$ cat src/mux_cfg_pkg.sv
// Purpose: shared constants and types for the input multiplexer configuration block
// Assumes: 8-bit register port with byte addresses
// Notes:   one package, referenced by scope only
package mux_cfg_pkg;

    localparam logic [7:0] ADDR_MODE_STATUS  = 8'h1C;
    localparam logic [7:0] ADDR_MANUAL_CH    = 8'h1D;
    localparam logic [7:0] ADDR_SEQUENCE_START_CTRL    = 8'h1E;
    localparam logic [7:0] ADDR_SEQ_ABORT    = 8'h1F;
    localparam logic [7:0] ADDR_PAIRING      = 8'h24;
    localparam logic [7:0] ADDR_COMMON       = 8'h27;
    localparam logic [7:0] ADDR_FAST_SELECT  = 8'h2A;
    localparam logic [7:0] ADDR_SCAN_ENABLE  = 8'h80;
    localparam logic [7:0] ADDR_SCAN_REPEAT  = 8'h82;

    localparam logic [7:0] RESET_BYTE        = 8'h00;
    localparam int         ALERT_BIT         = 3;
    localparam int         ERROR_BIT         = 2;
    localparam int         PAIR01_HI         = 7;
    localparam int         PAIR23_HI         = 5;
    localparam int         PAIR45_HI         = 3;
    localparam int         PAIR67_HI         = 1;

    typedef enum logic [1:0] {
        MODE_MANUAL = 2'b00,
        MODE_FLY    = 2'b01,
        MODE_AUTO   = 2'b10,
        MODE_CUSTOM = 2'b11
    } seq_mode_t;

    typedef enum logic [1:0] {
        PAIR_SEPARATE = 2'b00,
        PAIR_SINGLE   = 2'b01,
        PAIR_PSEUDO   = 2'b10,
        PAIR_SAME_SEP = 2'b11
    } pair_setting_t;

    // register access request from the host side
    typedef struct packed {
        logic [7:0] addr;
        logic [7:0] wdata;
        logic       wr;
        logic       rd;
    } reg_req_t;

    // per-pair routing result: 1 = paired, 1 = pseudo-differential
    typedef struct packed {
        logic [3:0] paired;
        logic [3:0] pseudo;
    } pair_route_t;

endpackage : mux_cfg_pkg

$ cat src/adc_input_mux_mode_config.sv
// Purpose: register file and mux pairing decode for an eight-input converter front end
// Assumes: reads answer one cycle after the read strobe; alert and error are synchronous
// Notes:   sequencer internals are outside; seq_running tracks start, abort, manual channel writes and mode writes
//
// Behaviour
// pair 0/1 field 00b or 11b: separate inputs, negative output on common input
// pair 0/1 field 01b: single-ended pair, input 0 positive, input 1 negative
// pair 0/1 field 10b: pseudo-differential pair, input 0 positive, 1 negative
// bits 5-4 pair inputs 2 and 3 the same way, input 2 positive
// bits 3-2 pair inputs 4 and 5 the same way, input 4 positive
// bits 1-0 pair inputs 6 and 7; 11b acts like 00b
// common select: unpaired channels single-ended when 0, pseudo-differential when 1
// common select affects only pairs set to 00b or 11b
// common register bits 7-1 read zero; only bit 0 writable
// mode register bits 7-4 read zero; host must not write them
// mode register bit 3 mirrors the alert pin level
// mode register bit 2 reads one on configuration error
// mode field bits 1-0: manual, on-the-fly, automatic, custom
// mode register read returns alert, error and mode in one byte
// common at 27h, pairing at 24h, mode at 1Ch, all reset to zero
// start register at 1Eh and abort register at 1Fh are decoded
// scan enable at 80h and scan repeat at 82h are decoded
// manual channel write during auto or custom sequence aborts, forces manual
// start and abort writes ignored in manual or on-the-fly mode
// writes leave read-only and reserved bits unchanged
//
// Implementation choice: the address-and-strobe port.
`timescale 1ns/1ps
module adc_input_mux_mode_config (
    input  wire logic                       core_clk,
    input  wire logic                       rst_n,
    input  wire mux_cfg_pkg::reg_req_t      req,
    input  wire logic                       alert_level,
    input  wire logic                       config_error,
    output logic [7:0]                      rdata,
    output mux_cfg_pkg::seq_mode_t          sequencing_mode,
    output mux_cfg_pkg::pair_route_t        pair_route,
    output logic                            common_pseudo,
    output logic [7:0]                      unpaired_pseudo,
    output logic [2:0]                      manual_channel_select,
    output logic                            fast_select_enable,
    output logic [7:0]                      auto_scan_channel_enable,
    output logic [7:0]                      auto_scan_repeat_ctrl,
    output logic                            seq_running,
    output logic                            sequence_start_ctrl_pulse,
    output logic                            seq_abort_pulse
);

    logic [7:0]                 input_pairing_config;
    logic                       common_input_config;
    logic                       alert_seen;
    logic                       error_seen;
    logic                       wr_mode;
    logic                       wr_chan;
    logic                       seq_mode_active;
    mux_cfg_pkg::pair_route_t   next_route;
    logic [7:0]                 next_unpaired;
    logic [7:0]                 next_rdata;

    assign wr_mode = req.wr && (req.addr == mux_cfg_pkg::ADDR_MODE_STATUS);
    assign wr_chan = req.wr && (req.addr == mux_cfg_pkg::ADDR_MANUAL_CH);
    assign seq_mode_active = (sequencing_mode == mux_cfg_pkg::MODE_AUTO)
                          || (sequencing_mode == mux_cfg_pkg::MODE_CUSTOM);

    // status mirrors
    always_ff @(posedge core_clk or negedge rst_n) begin
        if (!rst_n) begin
            alert_seen <= 1'b0;
            error_seen <= 1'b0;
        end else begin
            alert_seen <= alert_level;
            error_seen <= config_error;
        end
    end

    // sequencing mode field
    always_ff @(posedge core_clk or negedge rst_n) begin
        if (!rst_n) begin
            sequencing_mode <= mux_cfg_pkg::MODE_MANUAL;
        end else if (wr_mode) begin
            sequencing_mode <= mux_cfg_pkg::seq_mode_t'(req.wdata[1:0]);
        end else if (wr_chan && seq_running) begin
            sequencing_mode <= mux_cfg_pkg::MODE_MANUAL;
        end
    end

    // sequence run state, start and abort strobes
    always_ff @(posedge core_clk or negedge rst_n) begin
        if (!rst_n) begin
            seq_running     <= 1'b0;
            sequence_start_ctrl_pulse <= 1'b0;
            seq_abort_pulse <= 1'b0;
        end else begin
            sequence_start_ctrl_pulse <= req.wr && (req.addr == mux_cfg_pkg::ADDR_SEQUENCE_START_CTRL)
                               && req.wdata[0] && seq_mode_active;
            seq_abort_pulse <= (req.wr && (req.addr == mux_cfg_pkg::ADDR_SEQ_ABORT)
                               && req.wdata[0] && seq_mode_active)
                               || (wr_chan && seq_running);
            if (wr_chan && seq_running) begin
                seq_running <= 1'b0;
            end else if (wr_mode && !(req.wdata[1] == 1'b1)) begin
                seq_running <= 1'b0;
            end else if (req.wr && seq_mode_active && req.wdata[0]
                         && (req.addr == mux_cfg_pkg::ADDR_SEQ_ABORT)) begin
                seq_running <= 1'b0;
            end else if (req.wr && seq_mode_active && req.wdata[0]
                         && (req.addr == mux_cfg_pkg::ADDR_SEQUENCE_START_CTRL)) begin
                seq_running <= 1'b1;
            end
        end
    end

    // writable configuration registers
    always_ff @(posedge core_clk or negedge rst_n) begin
        if (!rst_n) begin
            input_pairing_config     <= mux_cfg_pkg::RESET_BYTE;
            common_input_config      <= 1'b0;
            manual_channel_select    <= 3'h0;
            fast_select_enable       <= 1'b0;
            auto_scan_channel_enable <= mux_cfg_pkg::RESET_BYTE;
            auto_scan_repeat_ctrl    <= mux_cfg_pkg::RESET_BYTE;
        end else if (req.wr) begin
            unique case (req.addr)
                mux_cfg_pkg::ADDR_PAIRING:     input_pairing_config <= req.wdata;
                mux_cfg_pkg::ADDR_COMMON:      common_input_config <= req.wdata[0];
                mux_cfg_pkg::ADDR_MANUAL_CH:   manual_channel_select <= req.wdata[2:0];
                mux_cfg_pkg::ADDR_FAST_SELECT: fast_select_enable <= req.wdata[0];
                mux_cfg_pkg::ADDR_SCAN_ENABLE: auto_scan_channel_enable <= req.wdata;
                mux_cfg_pkg::ADDR_SCAN_REPEAT: auto_scan_repeat_ctrl <= req.wdata;
                default: ;
            endcase
        end
    end

    // pairing decode, one field per input pair
    always_comb begin
        logic [1:0] field;
        field         = 2'b00;
        next_route    = '0;
        next_unpaired = '0;
        for (int p = 0; p < 4; p++) begin
            field = input_pairing_config[mux_cfg_pkg::PAIR01_HI - 2*p -: 2];
            next_route.paired[p] = (field == mux_cfg_pkg::PAIR_SINGLE)
                                || (field == mux_cfg_pkg::PAIR_PSEUDO);
            next_route.pseudo[p] = next_route.paired[p] ? (field == mux_cfg_pkg::PAIR_PSEUDO)
                                                        : common_input_config;
            next_unpaired[2*p]   = !next_route.paired[p] && common_input_config;
            next_unpaired[2*p+1] = !next_route.paired[p] && common_input_config;
        end
    end

    always_ff @(posedge core_clk or negedge rst_n) begin
        if (!rst_n) begin
            pair_route      <= '0;
            unpaired_pseudo <= '0;
            common_pseudo   <= 1'b0;
        end else begin
            pair_route      <= next_route;
            unpaired_pseudo <= next_unpaired;
            common_pseudo   <= common_input_config;
        end
    end

    // read path
    always_comb begin
        next_rdata = mux_cfg_pkg::RESET_BYTE;
        unique case (req.addr)
            mux_cfg_pkg::ADDR_MODE_STATUS: next_rdata = {4'h0, alert_seen, error_seen,
                                                          sequencing_mode};
            mux_cfg_pkg::ADDR_MANUAL_CH:   next_rdata = {5'h00, manual_channel_select};
            mux_cfg_pkg::ADDR_PAIRING:     next_rdata = input_pairing_config;
            mux_cfg_pkg::ADDR_COMMON:      next_rdata = {7'h00, common_input_config};
            mux_cfg_pkg::ADDR_FAST_SELECT: next_rdata = {7'h00, fast_select_enable};
            mux_cfg_pkg::ADDR_SCAN_ENABLE: next_rdata = auto_scan_channel_enable;
            mux_cfg_pkg::ADDR_SCAN_REPEAT: next_rdata = auto_scan_repeat_ctrl;
            default:                       next_rdata = mux_cfg_pkg::RESET_BYTE;
        endcase
    end

    always_ff @(posedge core_clk or negedge rst_n) begin
        if (!rst_n) begin
            rdata <= mux_cfg_pkg::RESET_BYTE;
        end else begin
            rdata <= req.rd ? next_rdata : mux_cfg_pkg::RESET_BYTE;
        end
    end

    // checks
    property p_pair_single;
        @(posedge core_clk) disable iff (!rst_n)
        input_pairing_config[7:6] == 2'b01 |=> pair_route.paired[0] && !pair_route.pseudo[0];
    endproperty
    a_pair_single: assert property (p_pair_single) else $error("pair single wrong");

    property p_pair_pseudo;
        @(posedge core_clk) disable iff (!rst_n)
        input_pairing_config[7:6] == 2'b10 |=> pair_route.paired[0] && pair_route.pseudo[0];
    endproperty
    a_pair_pseudo: assert property (p_pair_pseudo) else $error("pair pseudo wrong");

    property p_sep_common;
        @(posedge core_clk) disable iff (!rst_n)
        (input_pairing_config[1:0] == 2'b11) |=>
            !pair_route.paired[3] && unpaired_pseudo[7] == $past(common_input_config);
    endproperty
    a_sep_common: assert property (p_sep_common) else $error("separate pair wrong");

    property p_mode_read;
        @(posedge core_clk) disable iff (!rst_n)
        req.rd && req.addr == mux_cfg_pkg::ADDR_MODE_STATUS |=>
            rdata == {4'h0, $past(alert_seen), $past(error_seen), $past(sequencing_mode)};
    endproperty
    a_mode_read: assert property (p_mode_read) else $error("mode read wrong");

    property p_alert_mirror;
        @(posedge core_clk) disable iff (!rst_n)
        $past(rst_n) |-> alert_seen == $past(alert_level);
    endproperty
    a_alert_mirror: assert property (p_alert_mirror) else $error("alert mirror stale");

    property p_com_read;
        @(posedge core_clk) disable iff (!rst_n)
        req.rd && req.addr == mux_cfg_pkg::ADDR_COMMON |=> rdata[7:1] == 7'h00;
    endproperty
    a_com_read: assert property (p_com_read) else $error("reserved bits set");

    property p_chan_abort;
        @(posedge core_clk) disable iff (!rst_n)
        wr_chan && seq_running && !wr_mode |=>
            sequencing_mode == mux_cfg_pkg::MODE_MANUAL && !seq_running && seq_abort_pulse;
    endproperty
    a_chan_abort: assert property (p_chan_abort) else $error("no abort on channel write");

    property p_start_ignored;
        @(posedge core_clk) disable iff (!rst_n)
        req.wr && req.addr == mux_cfg_pkg::ADDR_SEQUENCE_START_CTRL && !seq_mode_active
            |=> !sequence_start_ctrl_pulse && !$rose(seq_running);
    endproperty
    a_start_ignored: assert property (p_start_ignored) else $error("start not ignored");

    property p_pair_sep;
        @(posedge core_clk) disable iff (!rst_n)
        input_pairing_config[7:6] == 2'b00 |=>
            !pair_route.paired[0] && unpaired_pseudo[1:0] == {2{$past(common_input_config)}};
    endproperty
    a_pair_sep: assert property (p_pair_sep) else $error("separate pair wrong");

    property p_pair23;
        @(posedge core_clk) disable iff (!rst_n)
        input_pairing_config[mux_cfg_pkg::PAIR23_HI -: 2] == 2'b10 |=>
            pair_route.paired[1] && pair_route.pseudo[1];
    endproperty
    a_pair23: assert property (p_pair23) else $error("pair 2/3 wrong");

    property p_pair45;
        @(posedge core_clk) disable iff (!rst_n)
        input_pairing_config[mux_cfg_pkg::PAIR45_HI -: 2] == 2'b01 |=>
            pair_route.paired[2] && !pair_route.pseudo[2];
    endproperty
    a_pair45: assert property (p_pair45) else $error("pair 4/5 wrong");

    property p_pair67;
        @(posedge core_clk) disable iff (!rst_n)
        input_pairing_config[mux_cfg_pkg::PAIR67_HI -: 2] == 2'b10 |=>
            pair_route.paired[3] && pair_route.pseudo[3];
    endproperty
    a_pair67: assert property (p_pair67) else $error("pair 6/7 wrong");

    property p_common_copy;
        @(posedge core_clk) disable iff (!rst_n)
        common_pseudo == $past(common_input_config);
    endproperty
    a_common_copy: assert property (p_common_copy) else $error("common copy stale");

    property p_unpaired_common;
        @(posedge core_clk) disable iff (!rst_n)
        !next_route.paired[2] |=> unpaired_pseudo[5:4] == {2{$past(common_input_config)}};
    endproperty
    a_unpaired_common: assert property (p_unpaired_common) else $error("unpaired mode wrong");

    property p_paired_ignores;
        @(posedge core_clk) disable iff (!rst_n)
        next_route.paired[1] |=> unpaired_pseudo[3:2] == 2'b00;
    endproperty
    a_paired_ignores: assert property (p_paired_ignores) else $error("pair took common");

    property p_com_write;
        @(posedge core_clk) disable iff (!rst_n)
        req.wr && req.addr == mux_cfg_pkg::ADDR_COMMON |=>
            common_input_config == $past(req.wdata[0]);
    endproperty
    a_com_write: assert property (p_com_write) else $error("common write lost");

    property p_mode_reserved;
        @(posedge core_clk) disable iff (!rst_n)
        req.rd && req.addr == mux_cfg_pkg::ADDR_MODE_STATUS |=> rdata[7:4] == 4'h0;
    endproperty
    a_mode_reserved: assert property (p_mode_reserved) else $error("mode reserved set");

    property p_error_mirror;
        @(posedge core_clk) disable iff (!rst_n)
        $past(rst_n) |-> error_seen == $past(config_error);
    endproperty
    a_error_mirror: assert property (p_error_mirror) else $error("error mirror stale");

    property p_error_read;
        @(posedge core_clk) disable iff (!rst_n)
        req.rd && req.addr == mux_cfg_pkg::ADDR_MODE_STATUS |=>
            rdata[mux_cfg_pkg::ERROR_BIT] == $past(error_seen);
    endproperty
    a_error_read: assert property (p_error_read) else $error("error bit wrong");

    property p_mode_write;
        @(posedge core_clk) disable iff (!rst_n)
        wr_mode |=> sequencing_mode == $past(req.wdata[1:0]);
    endproperty
    a_mode_write: assert property (p_mode_write) else $error("mode write lost");

    property p_mode_hold;
        @(posedge core_clk) disable iff (!rst_n)
        !wr_mode && !(wr_chan && seq_running) |=> $stable(sequencing_mode);
    endproperty
    a_mode_hold: assert property (p_mode_hold) else $error("mode changed unasked");

    property p_reset_zero;
        @(posedge core_clk) disable iff (!rst_n)
        $rose(rst_n) |-> input_pairing_config == mux_cfg_pkg::RESET_BYTE
            && !common_input_config && sequencing_mode == mux_cfg_pkg::MODE_MANUAL;
    endproperty
    a_reset_zero: assert property (p_reset_zero) else $error("reset value wrong");

    property p_start_pulse;
        @(posedge core_clk) disable iff (!rst_n)
        req.wr && req.addr == mux_cfg_pkg::ADDR_SEQUENCE_START_CTRL && req.wdata[0] && seq_mode_active
            |=> sequence_start_ctrl_pulse && seq_running;
    endproperty
    a_start_pulse: assert property (p_start_pulse) else $error("start not taken");

    property p_abort_pulse;
        @(posedge core_clk) disable iff (!rst_n)
        req.wr && req.addr == mux_cfg_pkg::ADDR_SEQ_ABORT && req.wdata[0] && seq_mode_active
            |=> seq_abort_pulse && !seq_running;
    endproperty
    a_abort_pulse: assert property (p_abort_pulse) else $error("abort not taken");

    property p_scan_write;
        @(posedge core_clk) disable iff (!rst_n)
        req.wr && req.addr == mux_cfg_pkg::ADDR_SCAN_ENABLE |=>
            auto_scan_channel_enable == $past(req.wdata);
    endproperty
    a_scan_write: assert property (p_scan_write) else $error("scan enable lost");

    property p_repeat_write;
        @(posedge core_clk) disable iff (!rst_n)
        req.wr && req.addr == mux_cfg_pkg::ADDR_SCAN_REPEAT |=>
            auto_scan_repeat_ctrl == $past(req.wdata);
    endproperty
    a_repeat_write: assert property (p_repeat_write) else $error("scan repeat lost");

    property p_abort_ignored;
        @(posedge core_clk) disable iff (!rst_n)
        req.wr && req.addr == mux_cfg_pkg::ADDR_SEQ_ABORT && !seq_mode_active
            |=> !seq_abort_pulse && $stable(seq_running);
    endproperty
    a_abort_ignored: assert property (p_abort_ignored) else $error("abort not ignored");

    property p_chan_read;
        @(posedge core_clk) disable iff (!rst_n)
        req.rd && req.addr == mux_cfg_pkg::ADDR_MANUAL_CH |=> rdata[7:3] == 5'h00;
    endproperty
    a_chan_read: assert property (p_chan_read) else $error("channel reserved set");

    property p_fly_read;
        @(posedge core_clk) disable iff (!rst_n)
        req.rd && req.addr == mux_cfg_pkg::ADDR_FAST_SELECT |=> rdata[7:1] == 7'h00;
    endproperty
    a_fly_read: assert property (p_fly_read) else $error("fast select reserved set");

    property p_pairing_write;
        @(posedge core_clk) disable iff (!rst_n)
        req.wr && req.addr == mux_cfg_pkg::ADDR_PAIRING |=>
            input_pairing_config == $past(req.wdata);
    endproperty
    a_pairing_write: assert property (p_pairing_write) else $error("pairing write lost");

    c_start:  cover property (@(posedge core_clk) disable iff (!rst_n) $rose(seq_running));
    c_abort:  cover property (@(posedge core_clk) disable iff (!rst_n) seq_abort_pulse);
    c_paired: cover property (@(posedge core_clk) disable iff (!rst_n) &pair_route.paired);
    c_pseudo: cover property (@(posedge core_clk) disable iff (!rst_n) &pair_route.pseudo);
    c_chan:   cover property (@(posedge core_clk) disable iff (!rst_n) wr_chan && seq_running);

endmodule : adc_input_mux_mode_config

$ cat config.mk
export PLATFORM = sky130hd
export DESIGN_NAME = adc_input_mux_mode_config
export DESIGN_NICKNAME = d
export VERILOG_FILES = /design/src/mux_cfg_pkg.sv /design/src/adc_input_mux_mode_config.sv
export SDC_FILE = /design/constraint.sdc
export NUM_CORES = 1
export LEC_CHECK = 0
export ABC_AREA = 1
export BUFFER_PORTS_ARGS = -buffer_cell sky130_fd_sc_hd__buf_2
export CAP_MARGIN = 10
export CORE_ASPECT_RATIO = 2
export CORE_MARGIN = 5
export CORE_UTILIZATION = 34
export DETAILED_ROUTE_END_ITERATION = 10
export GPL_TIMING_DRIVEN = 0
export SYNTH_ARGS = -nofsm -noshare
export SYNTH_HDL_FRONTEND = slang
export SYNTH_SLANG_ARGS = --single-unit
$ cat constraint.sdc
create_clock -name core_clk -period 1.47 [get_ports core_clk]
set_clock_uncertainty 0.1 [all_clocks]
set_input_delay 0.147 -clock core_clk [delete_from_list [all_inputs] [get_ports core_clk]]
set_output_delay 0.147 -clock core_clk [all_outputs]
set_load 0.02 [all_outputs]
* Yosys cells after proc, flatten, opt, wreduce, memory -nomap -nowiden
Cells that the tools add are included.
Storage, ports and cells: output and inout port bits 50, register bits after elaboration 60, logic and storage cells 85
Operators by class: reduce and logical (&&, ||, !) cells 37, mux-type cells 12, equal/unequal tests 19
Operators with widths (number):
- one-hot mux 8 bit (7 select lines) | 1
- == test 8 x 5 -> 1 bit (second input constant) | 4
- == test 8 x 6 -> 1 bit (second input constant) | 3
- logical AND 1 bit | 18
- == test 8 bit (second input constant) | 2
- == test 2 bit (second input constant) | 6
- AND reduction 2 bit | 6
- == test 2 x 1 -> 1 bit (second input constant) | 4
- 2-to-1 mux 1 bit | 8
- 2-to-1 mux 8 bit | 1
- logical OR 1 bit | 6
- logical NOT 1 bit | 5
- 2-to-1 mux 2 bit | 2
- nonzero test 4 bit | 1
- nonzero test 2 bit | 1

* Depth between registers and ports, before layout
depth after elaboration 9, gate-level depth with buffers 9, mapped depth without buffers 9

* Least setup slack after synthesis
No wires, ideal clock.
kind flip-flop to flip-flop, start register sequencing_mode[1], end register seq_running, stages on the path, launching flop included 7, setup slack 0.262 ns, setup time 0.080 ns, data arrival time 1.028 ns, period minus slack after synthesis 1.208 ns, cell sequence dfrtp_1 -> nand3_1 -> nor2_1 -> nand2_1 -> nor2_2 -> nor2_1 -> nor3_2
On the way: longest elaborated chain between the ends 8, elaborated cells between the ends (all ways) 11
Ends and longest elaborated chain:
- from (decl) | RTL line adc_input_mux_mode_config.sv:36 | output mux_cfg_pkg::seq_mode_t sequencing_mode,
- from (signal assigned) | RTL line adc_input_mux_mode_config.sv:79 | sequencing_mode <= mux_cfg_pkg::MODE_MANUAL;
- from (signal assigned) | RTL line adc_input_mux_mode_config.sv:81 | sequencing_mode <= mux_cfg_pkg::seq_mode_t'(req.wdata[1:0]);
- from (signal assigned) | RTL line adc_input_mux_mode_config.sv:83 | sequencing_mode <= mux_cfg_pkg::MODE_MANUAL;
- == test 2 bit (on tied branches) | RTL line adc_input_mux_mode_config.sv:62, adc_input_mux_mode_config.sv:63
- logical OR 1 bit * | RTL line adc_input_mux_mode_config.sv:63 | || (sequencing_mode == mux_cfg_pkg::MODE_CUSTOM);
- logical AND 1 bit * (2 in series) | RTL line adc_input_mux_mode_config.sv:103, adc_input_mux_mode_config.sv:106
- logical AND 1 bit | RTL line adc_input_mux_mode_config.sv:104 | && (req.addr == mux_cfg_pkg::ADDR_SEQ_ABORT)) begin
- 2-to-1 mux 1 bit | RTL line adc_input_mux_mode_config.sv:103 | end else if (req.wr && seq_mode_active && req.wdata[0]
- 2-to-1 mux 1 bit | RTL line adc_input_mux_mode_config.sv:101 | end else if (wr_mode && !(req.wdata[1] == 1'b1)) begin
- 2-to-1 mux 1 bit | RTL line adc_input_mux_mode_config.sv:99 | if (wr_chan && seq_running) begin
- to (signal assigned) | RTL line adc_input_mux_mode_config.sv:100 | seq_running <= 1'b0;
- to (signal assigned) | RTL line adc_input_mux_mode_config.sv:102 | seq_running <= 1'b0;
- to (signal assigned) | RTL line adc_input_mux_mode_config.sv:105 | seq_running <= 1'b0;
- to (decl) | RTL line adc_input_mux_mode_config.sv:44 | output logic seq_running,
Every way passes the cells marked *; elsewhere a longest branch is shown, timed or not. A chain may end at the register's enable or synchronous reset.

* Worst setup path in the final report
start input req[2] (netlist name), end register seq_running
On the way: longest elaborated chain between the ends 5, elaborated cells between the ends (all ways) 7
Ends and longest elaborated chain:
- from (decl) | RTL line adc_input_mux_mode_config.sv:32 | input wire mux_cfg_pkg::reg_req_t req,
- logical AND 1 bit * | RTL line adc_input_mux_mode_config.sv:103, adc_input_mux_mode_config.sv:106
- logical AND 1 bit | RTL line adc_input_mux_mode_config.sv:104
- 2-to-1 mux 1 bit | RTL line adc_input_mux_mode_config.sv:103
- 2-to-1 mux 1 bit | RTL line adc_input_mux_mode_config.sv:101
- 2-to-1 mux 1 bit | RTL line adc_input_mux_mode_config.sv:99
Marks and branches as above.

==> results.py <==
metrics = {
    "critical_path": {
        "cp_top_family": "buffers and inverters",
        "criticalPathCategory": "in2reg",
        "reg2reg_slack_ns": 0.29,
        "critPathSlowestCell": "dlygate4sd3_1",
        "required_ns": 1.62,
        "path_cells": "dlygate4sd3_1 > buf_2 > nand3_1 > nor2_1 > nand2_1 > nor2_2 > nor2_1 > nor3_2",
        "setup.worst_path.end_class": "flop",
        "crit_arrival_ns": 1.43,
        "cp_slowest_stage_delay_ns": 0.52,
        "worst_r2r_path_depth": 6,
        "start_kind": "primary input",
        "r2r-start": "sequencing_mode[1]$_DFFE_PN0P_",
        "r2r-end": "seq_running$_DFFE_PN0P_",
        "crit_path_max_fanout": 3,
        "cp_common_cell": "nor2_1",
        "cp_num_buf_inv": 2,
        "startpoint": "req[2]",
    },
    "clock_network": {
        "numCtsBuffers": 9,
        "cts_tree": "yes",
        "htreeDepth": 3,
        "ctsResizeCount": 0,
        "clkSinkCount": 57,
        "clockBufferDepth": 2,
        "root_buffer": "clkbuf_16",
        "clkLatencyLatePin_ns": 0.32,
        "clk_pin_slew_ns": 0.05,
    },
    "drt": {
        "ant_nets": 0,
        "drc": 0,
        "wirelength_mm": 6.27,
        "wl_per_cell_um": 12.7,
        "vias": 2196,
        "drt-initial-drc-count": 70,
        "viasPerCell": 4.45,
        "first_pass_iters": 4,
    },
    "floorplanning": {
        "core.rowCount": 46,
        "die_height_um": 136,
        "pin_count": 72,
        "die_area_um2": 9940,
        "dieWidth_um": 73.1,
        "start_util": 0.345,
        "core_area_um2": 7830,
    },
    "timing": {
        "timing.hold.ws_ns": 0.0415,
        "fin_crit_sh": 0.872,
        "hold_viol_final": 0,
        "rsz0062_at_grt": "no",
        "slew_viol_final": 0,
        "fmax_ghz": 0.780,
        "relSlewSlack": 0.579,
        "min_period_ns": 1.28,
        "setup_tns_ns": 0,
        "worst_pin_slew_ns": 0.632,
        "setup_viol": 0,
    },
    "grt": {
        "grt_pass1_vias": 2152,
        "antenna_found_initial": 0,
        "grt.total_usage": 0.139,
        "grt_start_max_net_pins": 31,
        "overflow": 0,
        "grt_first_pass_wirelength_mm": 10.4,
    },
    "synth": {
        "ys_seq_area_frac": 0.528,
        "syn-num-nets": 325,
        "synth-edff-count": 0,
        "synth_seq_cells": 57,
        "async_flop_share": 1.00,
        "synthesis.area_um2": 2700,
        "synthCells": 299,
        "yosysWarnings": 0,
        "yosysUniqueCellTypes": 27,
        "ys.flop_type": "dfrtp_1",
        "syn_avg_cell_area_um2": 9.04,
    },
    "placement": {
        "place_congestion": 0.787,
        "port_buffers": 71,
        "dp_hpwl_mm": 4.91,
    },
    "hold_path": {
        "hp-start": "req[3]",
        "hold_end": "sequencing_mode[1]$_DFFE_PN0P_",
        "holdPathStages": 3,
        "hp-class": "in2reg",
    },
    "layout": {
        "areaGrowthSynthToFinish_pct": 33.9,
        "final_layout_size_suffix_gt1_frac": 0.348,
        "antenna_cells": 0,
        "fin_nets": 419,
    },
    "outcome": {
        "outcome": "finished, final reports clean",
    },
    "power": {
        "p_leak_nw": 2.09,
        "ir_drop_mv": 0.739,
        "pwr_density_cell_nw_per_um2": 1190,
    },
    "run": {
        "maxCapViolations": 0,
    },
}
Yosys cell counts, types with 2 or more instances:
| master | n | area (um2) |
|---|---|---|
| inv_1 | 31 | 116 |
| buf_6 | 3 | 33.8 |
| nor2_4 | 6 | 67.6 |
| nand2_1 | 81 | 304 |
| nor3_1 | 3 | 15.0 |
| a21oi_2 | 3 | 26.3 |
| nor2_8 | 2 | 40.0 |
| ha_1 | 4 | 50.1 |
| o21ai_1 | 4 | 20.0 |
| o31ai_1 | 2 | 15.0 |
| nand3_1 | 16 | 80.1 |
| dfrtp_1 | 57 | 1430 |
| nand2_2 | 12 | 75.1 |
| o21ai_2 | 6 | 52.6 |
| nor2_1 | 31 | 116 |
| nor2_2 | 3 | 18.8 |
| o21ai_0 | 8 | 40.0 |
| inv_2 | 6 | 22.5 |
| nand2_4 | 4 | 45.0 |
| o21a_1 | 7 | 52.6 |
| buf_4 | 4 | 30.0 |
state kept, by name, summed over array words and instances (netlist names):
signal / flops
auto_scan_channel_enable: 8
sequence_start_ctrl_pulse: 1
common_input_config: 1
error_seen: 1
seq_abort_pulse: 1
manual_channel_select: 3
unpaired_pseudo: 4
alert_seen: 1
fast_select_enable: 1
seq_running: 1
sequencing_mode: 2
auto_scan_repeat_ctrl: 8
common_pseudo: 1
rdata: 8
input_pairing_config: 8
pair_route: 8
power breakdown:
| group | switching [W] | internal, W |
|---|---|---|
| combinational | 0.000273 | 0.000152 |
| sequential | 0.0000460 | 0.00165 |
| clock | 0.000657 | 0.00151 |
timing repair:
item / CTS / global route
hold buffers: 11 / 0
hold endpoints to repair: 41 / 0
buffers inserted: 0 / 0
logic make-up (layout without fill, tap and decap cells):
group / count (synthesis) / in the layout / share of synthesized area
AND/OR/NAND/NOR: 160 / 160 / 0.288
flip-flops: 57 / 57 / 0.528
buffers and inverters: 47 / 145 / 0.0879
AO/OA/AOI/OAI: 31 / 31 / 0.0782
adder cells (fa/ha/maj): 4 / 4 / 0.0185
metal layers:
layer,GRT usage,part of all wire
met3,0.0452,0.074
met5,0,0
met4,0.0493,0.014
met1,0.163,0.41
met2,0.232,0.50
worst min-delay path, cell delays in order:
cell	delay (ns)
buf_2	0.09
nor2_1	0.06
a21oi_1	0.12
layout by cell type, fill, tap and decap left out, types with 3 or more instances in the layout:
master,synthesis,layout
nor2_2,3,3
o21ai_0,8,8
dfrtp_1,57,57
a21oi_2,3,3
dlygate4sd3_1,0,11
buf_2,0,71
inv_1,31,31
nor2_4,6,6
buf_4,4,4
clkbuf_16,0,9
inv_2,6,6
nor3_1,3,3
o21ai_2,6,6
nand2_2,12,12
nor2_1,31,31
nand2_1,81,81
o21a_1,7,7
buf_6,3,3
nand3_1,16,16
nand2_4,4,4
ha_1,4,4
o21ai_1,4,4
worst max path at each step:
stage	depth (start not counted)	endpoint
global placement	1	auto_scan_repeat_ctrl[4]$_DFFE_PN0P_
finish	8	seq_running$_DFFE_PN0P_
CTS	8	seq_running$_DFFE_PN0P_
floorplan	6	seq_running$_DFFE_PN0P_
global route	8	seq_running$_DFFE_PN0P_
detailed placement	10	auto_scan_channel_enable[1]$_DFFE_PN0P_
final cells by class:
type | count | area (um2)
clock buffer | 12 | 246
sequential | 57 | 1430
timing repair buffer | 83 | 485
fill | 789 | 4210
tap | 96 | 120
inverter | 39 | 154
multi-input combinational | 195 | 1040
buffer | 8 | 83.8
clock inverter | 3 | 65.1
stage by stage:
step	total power, W	instances	worst slack [ns]	instance area (um2)	util
3_5_place_dp	0.00214	467	0.0772	3200	0.409
4_1_cts	0.00436	493	0.178	3620	0.463
2_1_floorplan	0.00195	299	0.262	2700	-
5_1_grt	0.00448	493	0.0895	3620	0.463
3_3_place_gp	0.00212	466	0.0665	3180	0.406
6_report	0.00430	493	0.189	3620	0.463
(Power assumes the default switching activity.)
